**config.mk**
```make
export PLATFORM = sky130hd
export DESIGN_NAME = nfc_host
export DESIGN_NICKNAME = d
export VERILOG_FILES = /design/src/rtl/nfc_pkg.sv /design/src/rtl/nfc_host.sv
export VERILOG_INCLUDE_DIRS = /design/src /design/src/rtl
export SDC_FILE = /design/constraint.sdc
export NUM_CORES = 1
export LEC_CHECK = 0
export BUFFER_PORTS_ARGS = -buffer_cell sky130_fd_sc_hd__buf_4
export CELL_PAD_IN_SITES_DETAIL_PLACEMENT = 0
export CELL_PAD_IN_SITES_GLOBAL_PLACEMENT = 1
export CORE_ASPECT_RATIO = 1.1
export CORE_UTILIZATION = 43
export CTS_BUF_LIST = sky130_fd_sc_hd__clkbuf_16
export CTS_CLUSTER_SIZE = 20
export DETAILED_ROUTE_END_ITERATION = 6
export PLACE_DENSITY_LB_ADDON = 0.1
export SLEW_MARGIN = 20
export SYNTH_ARGS = -nofsm -noshare
export SYNTH_HDL_FRONTEND = slang
export SYNTH_SLANG_ARGS = --single-unit
```
**constraint.sdc**
```tcl
create_clock -name clk_i -period 2.7 [get_ports clk_i]
set_input_delay 0.27 -clock clk_i [delete_from_list [all_inputs] [get_ports clk_i]]
set_output_delay 0.27 -clock clk_i [all_outputs]
set_load 0.1 [all_outputs]
```
**src/rtl/nfc_map.svh**
```systemverilog
// Command codes, address layout and pin timing for the flash host sequencer
`ifndef NFC_MAP_SVH
`define NFC_MAP_SVH

// --------------------
// Command codes
// --------------------
`define NFC_CMD_READ        8'h00
`define NFC_CMD_READ_GO     8'h30
`define NFC_CMD_COPY_GO     8'h35
`define NFC_CMD_COL_OUT     8'h05
`define NFC_CMD_COL_OUT_GO  8'hE0
`define NFC_CMD_DATA_IN     8'h80
`define NFC_CMD_PLANE2_IN   8'h81
`define NFC_CMD_COL_IN      8'h85
`define NFC_CMD_PROG_GO     8'h10
`define NFC_CMD_PLANE_GO    8'h11
`define NFC_CMD_ERASE       8'h60
`define NFC_CMD_ERASE_GO    8'hD0
`define NFC_CMD_ID          8'h90
`define NFC_CMD_STATUS      8'h70
`define NFC_CMD_STATUS_MP   8'h71
`define NFC_CMD_ECC_STATUS  8'h7A
`define NFC_CMD_RESET       8'hFF

// --------------------
// Geometry and address cycle indices
// --------------------
`define NFC_COL_W           12
`define NFC_ROW_W           17
`define NFC_LEN_W           12
`define NFC_PAGE_BYTES      12'd2112
`define NFC_MAIN_BYTES      12'd2048
`define NFC_SPARE_BYTES     12'd64
`define NFC_PAGES_PER_BLOCK 7'd64
`define NFC_AIDX_COL_LO     3'd0
`define NFC_AIDX_COL_HI     3'd1
`define NFC_AIDX_ROW_LO     3'd2
`define NFC_AIDX_ROW_HI     3'd4
`define NFC_AIDX_ZERO       3'd5

// --------------------
// Timing (ns) and clock rate (MHz)
// --------------------
`define NFC_CLK_MHZ         40
`define NFC_T_WB_NS         100
`define NFC_T_WHR_NS        60
`define NFC_T_WW_NS         100
`define NFC_T_CS_NS         20
`define NFC_T_REA_NS        20

`endif

```
**src/rtl/nfc_pkg.sv**
```systemverilog
// Types shared by the flash host sequencer and its users
`include "nfc_map.svh"
package nfc_pkg;

    // Operations the sequencer can run
    typedef enum logic [3:0] {
        NFC_OP_READ, NFC_OP_READ_QUICK, NFC_OP_COPY_LOAD, NFC_OP_COL_READ,
        NFC_OP_PROGRAM, NFC_OP_PLANE_FIRST, NFC_OP_PLANE_SECOND, NFC_OP_COPY_PROG,
        NFC_OP_ERASE, NFC_OP_READ_ID, NFC_OP_STATUS, NFC_OP_STATUS_MULTI,
        NFC_OP_ECC_STATUS, NFC_OP_RESET
    } nfc_op_e;

    typedef struct packed {
        nfc_op_e                  op;
        logic [`NFC_COL_W-1:0]    col;
        logic [`NFC_ROW_W-1:0]    row;
        logic [`NFC_LEN_W-1:0]    len;
    } nfc_req_s;

    // Flash pin drive; io_oe high while the host drives the bus
    typedef struct packed {
        logic       ce_n;
        logic       cle;
        logic       ale;
        logic       we_n;
        logic       re_n;
        logic       wp_n;
        logic [7:0] io;
        logic       io_oe;
    } nfc_pins_s;

    typedef struct packed {
        logic       has_cmd1;
        logic [7:0] cmd1;
        logic       has_addr;
        logic [2:0] a_first;
        logic [2:0] a_last;
        logic       din;
        logic       has_conf;
        logic [7:0] conf;
        logic       wait_busy;
        logic       dout;
        logic       wp_high;
    } nfc_plan_s;

    typedef enum logic [3:0] {
        NFC_ST_IDLE, NFC_ST_PREP, NFC_ST_CMD1, NFC_ST_ADDR, NFC_ST_DIN,
        NFC_ST_CONF, NFC_ST_WAIT, NFC_ST_GAP, NFC_ST_DOUT, NFC_ST_DONE
    } nfc_state_e;

    typedef struct packed {
        nfc_state_e            state;
        nfc_plan_s             plan;
        nfc_req_s              req;
        logic [1:0]            ph;
        logic [2:0]            aidx;
        logic [`NFC_LEN_W-1:0] cnt;
        logic [7:0]            wcnt;
        logic [7:0]            io_s1;
        logic [7:0]            io_s2;
        logic                  rb_s1;
        logic                  rb_s2;
        nfc_pins_s             pins;
        logic                  cmd_ready;
        logic                  wr_ready;
        logic [7:0]            rd_data;
        logic                  rd_valid;
        logic                  done;
    } nfc_st_s;

endpackage

```
**src/rtl/nfc_host.sv**
```systemverilog
// Host sequencer that drives a byte-wide flash through its strobe pins
// Function
// Command bytes strobed with command latch high
// Address bytes strobed with address latch high
// Chip select high when idle gives standby
// Chip select ignored by device while busy
// Each read strobe fall yields next byte
// Write protect low blocks program and erase
// Ready/busy low during every array operation
// Page is 2112 bytes, block 64 pages
// Address cycles one, two carry column bits
// Cycles three to five carry row bits
// Pin levels select command, address, data cycles
// Host releases bus while reading serial data
// Strobes held high during read busy
// Read 00/30, column change 05/E0
// Program 80/10, 85 moves column, planes 11/81
// Copy-back load 00/35, program 85/10
// Erase 60 row D0, identify 90
// Only status or reset accepted while busy
// After power-up read needs address and 30
// Read confirm starts busy array transfer
// Undefined codes ignored, bus floats otherwise
`timescale 1ns/100ps
`include "nfc_map.svh"
module nfc_host (
    input  wire logic               clk_i,
    input  wire logic               rst_i,
    input  wire nfc_pkg::nfc_req_s  cmd_i,
    input  wire logic               cmd_valid_i,
    output logic                    cmd_ready_o,
    input  wire logic [7:0]         wr_data_i,
    input  wire logic               wr_valid_i,
    output logic                    wr_ready_o,
    output logic [7:0]              rd_data_o,
    output logic                    rd_valid_o,
    output logic                    done_o,
    output nfc_pkg::nfc_pins_s      pins_o,
    input  wire logic [7:0]         io_i,
    input  wire logic               ready_busy_n_i
);
    import nfc_pkg::*;

    // --------------------
    // Cycle counts derived from pin timing
    // --------------------
    localparam int WB_CYC_I  = (`NFC_T_WB_NS * `NFC_CLK_MHZ + 999) / 1000;
    localparam int WHR_CYC_I = (`NFC_T_WHR_NS * `NFC_CLK_MHZ + 999) / 1000;
    localparam int WW_CYC_I  = (`NFC_T_WW_NS * `NFC_CLK_MHZ + 999) / 1000;
    localparam int CS_CYC_I  = (`NFC_T_CS_NS * `NFC_CLK_MHZ + 999) / 1000;
    localparam int REA_CYC_I = (`NFC_T_REA_NS * `NFC_CLK_MHZ + 999) / 1000;
    localparam logic [7:0] GAP_CYC = 8'((WB_CYC_I > WHR_CYC_I) ? WB_CYC_I : WHR_CYC_I);
    localparam logic [7:0] WW_CYC  = 8'(WW_CYC_I);
    localparam logic [7:0] CS_CYC  = 8'(CS_CYC_I);
    // Spare cycle lets the bus settle before sampling
    localparam logic [7:0] RE_HOLD = 8'(REA_CYC_I + 1);

    // --------------------
    // Operation table
    // --------------------
    function automatic nfc_plan_s plan_of(input nfc_op_e op);
        nfc_plan_s p;
        p = '0;
        p.has_cmd1 = 1'b1;
        p.a_first  = `NFC_AIDX_COL_LO;
        p.a_last   = `NFC_AIDX_ROW_HI;
        case (op)
            // page read sequence
            NFC_OP_READ: begin
                p.cmd1 = `NFC_CMD_READ;     p.has_addr = 1'b1; p.has_conf = 1'b1;
                p.conf = `NFC_CMD_READ_GO;  p.wait_busy = 1'b1; p.dout = 1'b1;
            end
            // preloaded setup, address and 30 only
            NFC_OP_READ_QUICK: begin
                p.has_cmd1 = 1'b0;          p.has_addr = 1'b1; p.has_conf = 1'b1;
                p.conf = `NFC_CMD_READ_GO;  p.wait_busy = 1'b1; p.dout = 1'b1;
            end
            // copy-back source load
            NFC_OP_COPY_LOAD: begin
                p.cmd1 = `NFC_CMD_READ;     p.has_addr = 1'b1; p.has_conf = 1'b1;
                p.conf = `NFC_CMD_COPY_GO;  p.wait_busy = 1'b1;
            end
            // output column change
            NFC_OP_COL_READ: begin
                p.cmd1 = `NFC_CMD_COL_OUT;  p.has_addr = 1'b1; p.a_last = `NFC_AIDX_COL_HI;
                p.has_conf = 1'b1;          p.conf = `NFC_CMD_COL_OUT_GO; p.dout = 1'b1;
            end
            // program variants
            NFC_OP_PROGRAM, NFC_OP_PLANE_FIRST, NFC_OP_PLANE_SECOND: begin
                p.cmd1 = (op == NFC_OP_PLANE_SECOND) ? `NFC_CMD_PLANE2_IN : `NFC_CMD_DATA_IN;
                p.conf = (op == NFC_OP_PLANE_FIRST) ? `NFC_CMD_PLANE_GO : `NFC_CMD_PROG_GO;
                p.has_addr = 1'b1; p.din = 1'b1; p.has_conf = 1'b1;
                p.wait_busy = 1'b1; p.wp_high = 1'b1;
            end
            // copy-back program, optional data patch
            NFC_OP_COPY_PROG: begin
                p.cmd1 = `NFC_CMD_COL_IN;   p.has_addr = 1'b1; p.din = 1'b1;
                p.has_conf = 1'b1;          p.conf = `NFC_CMD_PROG_GO;
                p.wait_busy = 1'b1;         p.wp_high = 1'b1;
            end
            // erase with row cycles only
            NFC_OP_ERASE: begin
                p.cmd1 = `NFC_CMD_ERASE;    p.has_addr = 1'b1; p.a_first = `NFC_AIDX_ROW_LO;
                p.has_conf = 1'b1;          p.conf = `NFC_CMD_ERASE_GO;
                p.wait_busy = 1'b1;         p.wp_high = 1'b1;
            end
            // identification read, one zero address byte
            NFC_OP_READ_ID: begin
                p.cmd1 = `NFC_CMD_ID;       p.has_addr = 1'b1; p.dout = 1'b1;
                p.a_first = `NFC_AIDX_ZERO; p.a_last = `NFC_AIDX_ZERO;
            end
            NFC_OP_STATUS_MULTI: begin
                p.cmd1 = `NFC_CMD_STATUS_MP; p.dout = 1'b1;
            end
            NFC_OP_ECC_STATUS: begin
                p.cmd1 = `NFC_CMD_ECC_STATUS; p.dout = 1'b1;
            end
            NFC_OP_RESET: begin
                p.cmd1 = `NFC_CMD_RESET;    p.wait_busy = 1'b1;
            end
            // status 70, also for undefined codes
            default: begin
                p.cmd1 = `NFC_CMD_STATUS;   p.dout = 1'b1;
            end
        endcase
        return p;
    endfunction

    // column in cycles one and two, R10: row in three to five
    function automatic logic [7:0] addr_byte(input nfc_req_s r, input logic [2:0] i);
        case (i)
            3'd0:    addr_byte = r.col[7:0];
            3'd1:    addr_byte = {4'h0, r.col[11:8]};
            3'd2:    addr_byte = r.row[7:0];
            3'd3:    addr_byte = r.row[15:8];
            3'd4:    addr_byte = {7'h00, r.row[16]};
            default: addr_byte = 8'h00;
        endcase
    endfunction

    // --------------------
    // Sequencer
    // --------------------
    nfc_st_s    st_reg;
    nfc_st_s    st_next;
    nfc_state_e after_conf;
    nfc_state_e after_din;
    nfc_state_e after_addr;

    // Where each phase hands over, from the plan in hand
    always_comb begin
        after_conf = st_reg.plan.wait_busy ? NFC_ST_WAIT
                   : (st_reg.plan.dout ? NFC_ST_GAP : NFC_ST_DONE);
        after_din  = st_reg.plan.has_conf ? NFC_ST_CONF : after_conf;
        after_addr = st_reg.plan.din ? NFC_ST_DIN : after_din;
    end

    // Next state; every pin change lands one cycle later from the register
    always_comb begin
        st_next          = st_reg;
        st_next.io_s1    = io_i;
        st_next.io_s2    = st_reg.io_s1;
        st_next.rb_s1    = ready_busy_n_i;
        st_next.rb_s2    = st_reg.rb_s1;
        st_next.rd_valid = 1'b0;
        st_next.done     = 1'b0;
        st_next.wr_ready = 1'b0;
        case (st_reg.state)
            NFC_ST_IDLE: begin
                // chip select high while idle gives standby
                st_next.pins      = '{ce_n: 1'b1, cle: 1'b0, ale: 1'b0, we_n: 1'b1,
                                      re_n: 1'b1, wp_n: 1'b0, io: 8'h00, io_oe: 1'b0};
                st_next.cmd_ready = 1'b1;
                if (st_reg.cmd_ready && cmd_valid_i) begin
                    st_next.cmd_ready = 1'b0;
                    st_next.req       = cmd_i;
                    st_next.plan      = plan_of(cmd_i.op);
                    // never move more than one page
                    st_next.cnt       = (cmd_i.len > `NFC_PAGE_BYTES) ? `NFC_PAGE_BYTES
                                                                     : cmd_i.len;
                    st_next.pins.ce_n = 1'b0;
                    // protect lifted only for program and erase
                    st_next.pins.wp_n = st_next.plan.wp_high;
                    st_next.wcnt      = st_next.plan.wp_high ? WW_CYC : CS_CYC;
                    st_next.state     = NFC_ST_PREP;
                end
            end
            NFC_ST_PREP: begin
                st_next.aidx = st_reg.plan.a_first;
                st_next.ph   = 2'd0;
                if (st_reg.wcnt != 8'h00) begin
                    st_next.wcnt = st_reg.wcnt - 8'h01;
                end else if (st_reg.plan.has_cmd1) begin
                    st_next.state = NFC_ST_CMD1;
                end else begin
                    st_next.state = st_reg.plan.has_addr ? NFC_ST_ADDR : after_addr;
                end
            end
            NFC_ST_CMD1, NFC_ST_CONF: begin
                if (st_reg.ph == 2'd0) begin
                    // R11: command cycle, latch high, strobe low
                    st_next.pins.cle   = 1'b1;
                    st_next.pins.ale   = 1'b0;
                    st_next.pins.we_n  = 1'b0;
                    st_next.pins.io_oe = 1'b1;
                    st_next.pins.io    = (st_reg.state == NFC_ST_CMD1) ? st_reg.plan.cmd1
                                                                        : st_reg.plan.conf;
                    st_next.ph         = 2'd1;
                end else begin
                    // Rising strobe latches; latch enable held one more cycle
                    st_next.pins.we_n = 1'b1;
                    st_next.ph        = 2'd0;
                    st_next.wcnt      = GAP_CYC;
                    if (st_reg.state == NFC_ST_CONF) begin
                        // confirm edge starts array transfer
                        st_next.state = after_conf;
                    end else begin
                        st_next.state = st_reg.plan.has_addr ? NFC_ST_ADDR : after_addr;
                    end
                end
            end
            NFC_ST_ADDR: begin
                if (st_reg.ph == 2'd0) begin
                    // address cycle, address latch high
                    st_next.pins.cle   = 1'b0;
                    st_next.pins.ale   = 1'b1;
                    st_next.pins.we_n  = 1'b0;
                    st_next.pins.io_oe = 1'b1;
                    st_next.pins.io    = addr_byte(st_reg.req, st_reg.aidx);
                    st_next.ph         = 2'd1;
                end else begin
                    st_next.pins.we_n = 1'b1;
                    st_next.ph        = 2'd0;
                    st_next.wcnt      = GAP_CYC;
                    if (st_reg.aidx == st_reg.plan.a_last) begin
                        st_next.state = after_addr;
                    end else begin
                        st_next.aidx = st_reg.aidx + 3'd1;
                    end
                end
            end
            NFC_ST_DIN: begin
                st_next.pins.cle = 1'b0;
                st_next.pins.ale = 1'b0;
                if (st_reg.ph != 2'd0) begin
                    st_next.pins.we_n = 1'b1;
                    st_next.ph        = 2'd0;
                    st_next.cnt       = st_reg.cnt - 12'h001;
                end else if (st_reg.cnt == 12'h000) begin
                    st_next.state = after_din;
                end else if (st_reg.wr_ready && wr_valid_i) begin
                    // data cycle, both latches low, protect high
                    st_next.pins.we_n  = 1'b0;
                    st_next.pins.io_oe = 1'b1;
                    st_next.pins.io    = wr_data_i;
                    st_next.ph         = 2'd1;
                end else begin
                    st_next.wr_ready = 1'b1;
                end
            end
            NFC_ST_WAIT: begin
                // strobes stay high while the device is busy
                st_next.pins.cle   = 1'b0;
                st_next.pins.ale   = 1'b0;
                st_next.pins.io_oe = 1'b0;
                // R07: R18: chip select kept low, nothing issued until ready
                if (st_reg.wcnt != 8'h00) begin
                    st_next.wcnt = st_reg.wcnt - 8'h01;
                end else if (st_reg.rb_s2) begin
                    st_next.wcnt  = GAP_CYC;
                    st_next.state = st_reg.plan.dout ? NFC_ST_GAP : NFC_ST_DONE;
                end
            end
            NFC_ST_GAP: begin
                // R21: bus released before any read strobe
                st_next.pins.cle   = 1'b0;
                st_next.pins.ale   = 1'b0;
                st_next.pins.io_oe = 1'b0;
                st_next.ph         = 2'd0;
                if (st_reg.wcnt != 8'h00) begin
                    st_next.wcnt = st_reg.wcnt - 8'h01;
                end else begin
                    st_next.state = (st_reg.cnt == 12'h000) ? NFC_ST_DONE : NFC_ST_DOUT;
                end
            end
            NFC_ST_DOUT: begin
                if (st_reg.ph == 2'd0) begin
                    st_next.pins.re_n = 1'b0;
                    st_next.wcnt      = RE_HOLD;
                    st_next.ph        = 2'd1;
                end else if (st_reg.wcnt != 8'h00) begin
                    st_next.wcnt = st_reg.wcnt - 8'h01;
                end else begin
                    // one byte per strobe fall; device steps its column
                    st_next.rd_data   = st_reg.io_s2;
                    st_next.rd_valid  = 1'b1;
                    st_next.pins.re_n = 1'b1;
                    st_next.ph        = 2'd0;
                    st_next.cnt       = st_reg.cnt - 12'h001;
                    if (st_reg.cnt == 12'h001) begin
                        st_next.state = NFC_ST_DONE;
                    end
                end
            end
            NFC_ST_DONE: begin
                // R06: deselect and re-protect at the end
                st_next.pins.ce_n  = 1'b1;
                st_next.pins.wp_n  = 1'b0;
                st_next.pins.io_oe = 1'b0;
                st_next.done       = 1'b1;
                st_next.state      = NFC_ST_IDLE;
            end
            default: begin
                st_next.state = NFC_ST_IDLE;
            end
        endcase
    end

    // State register; reset leaves pins idle and protected
    always_ff @(posedge clk_i) begin
        if (rst_i) begin
            st_reg           <= '0;
            st_reg.pins.ce_n <= 1'b1;
            st_reg.pins.we_n <= 1'b1;
            st_reg.pins.re_n <= 1'b1;
        end else begin
            st_reg <= st_next;
        end
    end

    // Outputs straight from the state register
    assign cmd_ready_o = st_reg.cmd_ready;
    assign wr_ready_o  = st_reg.wr_ready;
    assign rd_data_o   = st_reg.rd_data;
    assign rd_valid_o  = st_reg.rd_valid;
    assign done_o      = st_reg.done;
    assign pins_o      = st_reg.pins;

endmodule

```
==> results.ini <==
[synth]
synth.top_cell.area_share=0.390
yosysMostFrequentCell=dfxtp_1
synth_xor_xnor_area_share=0.0151
synth_fa_ha_area_frac=0.0198
synth_area_leader_cell=dfxtp_1
yosys.cell_types.count=90
syn-cell-area_sq_um=6310
synthFlopType=dfxtp_1
syn_avg_cell_area_sq_um=8.20
syn-instance-count=770
synth_compound_area_frac=0.238
yosys_warnings=0
ys_top_cells_by_count=dfxtp_1 (123), nand2_1 (100), nor2_1 (95)
yosysSeqAreaShare=0.390
ys_top_cells_by_area=dfxtp_1 (39%), a21oi_1 (6.7%), nand2_1 (5.9%)
syn_nets=846
yosys_register_bits=123
async_flop_share=0
yosys-mux-area-fraction=0.0176
synthSimpleGateAreaFrac=0.241
synth_edf_count=0
synth_top_family_by_area=simple AND/OR/NAND/NOR gates

[die]
die_y_um=129
rows=46
dieArea_sq_um=15200
start_util=0.439
die_w_um=118
design.core.area_sq_um=14400
io_pins=93

[finish]
largest_register_ffs=87
diodes=0
syn2layout_area_growth_pct=19.1
drive_above_1_share=0.204
nets=900
utilization=0.523

[power_and_ir_drop]
vdd_drop_max_mv=0.553
powerDensity_nw_per_um2=1170
leakage_nw=2.97

[route]
num_vias=5747
drt_wl_total_um=17000
firstDrtPassIters=5
drt_iter0_markers=517
ant_nets=0
vias_per_cell=5.59
wl_per_cell_um=16.6
drc=0

[grt]
use_met2=0.399
met1_usage=0.272
grt_max_degree=62
antenna_found_initial=0
overflow=0
grt_pass1_vias=5431
top_usage_layer=met2
grt_pass1_wl_um=27500
grt.total_usage=0.228
grt_util_met3=0.0484

[clock_network]
cts_root_buf=clkbuf_16
clockBufferDepth=2
ctsResizeCount=0
cts_setup_buffers=0
clock_sinks=123
clk_pin_slew_ns=0.06
ctsHoldBuffers=0
cts_tree=done
numCtsBuffers=17
htreeDepth=4
clock_latency_ns=0.41

[setup_path]
required_ns=2.97
critPathCaptureType=register
criticalPathCategory=reg2reg
cp-start-kind=register
path_max_fanout=11
arrival_ns=2.63

[sta]
slew_violations=0
fmax_mhz=425
clock_skew_ns=0.00693
max-slew-margin-rel=0.541
post-route-period-util=0.872
fin_hold_ws_ns=0.0699
final-hold-violation-count=0
fin_crit_ns=2.36
tns_ns=0
grt_setup_unrepaired=false
setup_viol=0
worstMarginPinSlew_ns=0.688

[placement]
dp_hpwl_um=12400
portBuffers=92
place.gp.congestion=0.852

[run]
cap_violations=0

[min_path]
worstHoldPathType=in2reg

[run_status]
status=finished, final reports clean

cell families after synthesis:
logic type | Yosys count
compound gates | 221
flops | 123
xor+xnor | 10
fa+ha+maj | 10
buf+inv | 91
mux | 11
simple gates | 304
path summary, 6_finish.rpt:
check,startpoint,to,cells past startpoint,slack (ns)
worst max-delay path,st_reg[53],pins_o[6],8,0.34
worst min-delay path,io_i[4],st_next[33],2,0.07
worst max register to register,st_reg[53],pins_o[6],8,0.34
worst min register to register,st_next[32],st_reg[32],1,0.43
critical path: stages, from the launching register on:
cell and delay, ns:
dfxtp_1 0.35, inv_1 0.11, ha_1 0.18, nor3b_2 0.49
nand4_1 0.20, a21oi_1 0.37, nor2_1 0.26, o22ai_1 0.20
nor2_1 0.05
per-layer routing:
| metal | routed length, um | up-vias |
|---|---|---|
| li1 | - | 2843 |
| met1 | 7350 | 2716 |
| met2 | 8520 | 152 |
| met3 | 685 | 36 |
| met4 | 482 | 0 |
| met5 | 0 | - |
cells in the final DEF (no fill, tap or decap), types with 6 or more instances in the layout:
cell type	count
a22o_1	6
a22oi_1	6
o21ai_0	33
nor2_1	95
nor3_1	13
nor2b_1	29
dfxtp_1	123
ha_1	10
a21oi_1	85
clkbuf_16	17
mux2i_1	10
nand2_1	100
a211oi_1	15
nand3_1	15
inv_1	16
buf_4	107
a222oi_1	9
xor2_1	8
layout make-up:
cell class,count,area (sq um)
inverters,18,70.1
repair buffers,108,823
flip-flops and latches,123,2460
well taps,192,240
clock inverters,15,140
multi-input cells,556,3360
clock buffers,17,425
fillers,1420,6870
power by group:
group | internal [mW] | switching [mW] | total [mW] | leakage (nW)
registers | 2.14 | 0.378 | 2.52 | 1.00
logic | 1.48 | 2.64 | 4.13 | 1.68
clock network | 1.28 | 0.885 | 2.17 | 0.278
total | 4.91 | 3.91 | 8.81 | 2.97
per-stage QoR:
stage / cells / cell area (sq um) / power, mW / setup slack [ns]
after CTS: 1029 / 7520 / 8.85 / 0.378
final: 1029 / 7520 / 8.81 / 0.345
after detailed placement: 997 / 6950 / 6.66 / 0.379
after global routing: 1029 / 7520 / 9.40 / 0.0831
after floorplan: 770 / 6310 / 5.83 / 0.418
after global placement: 997 / 6950 / 6.63 / 0.444
Note: power is estimated with default switching activity, not from simulation.
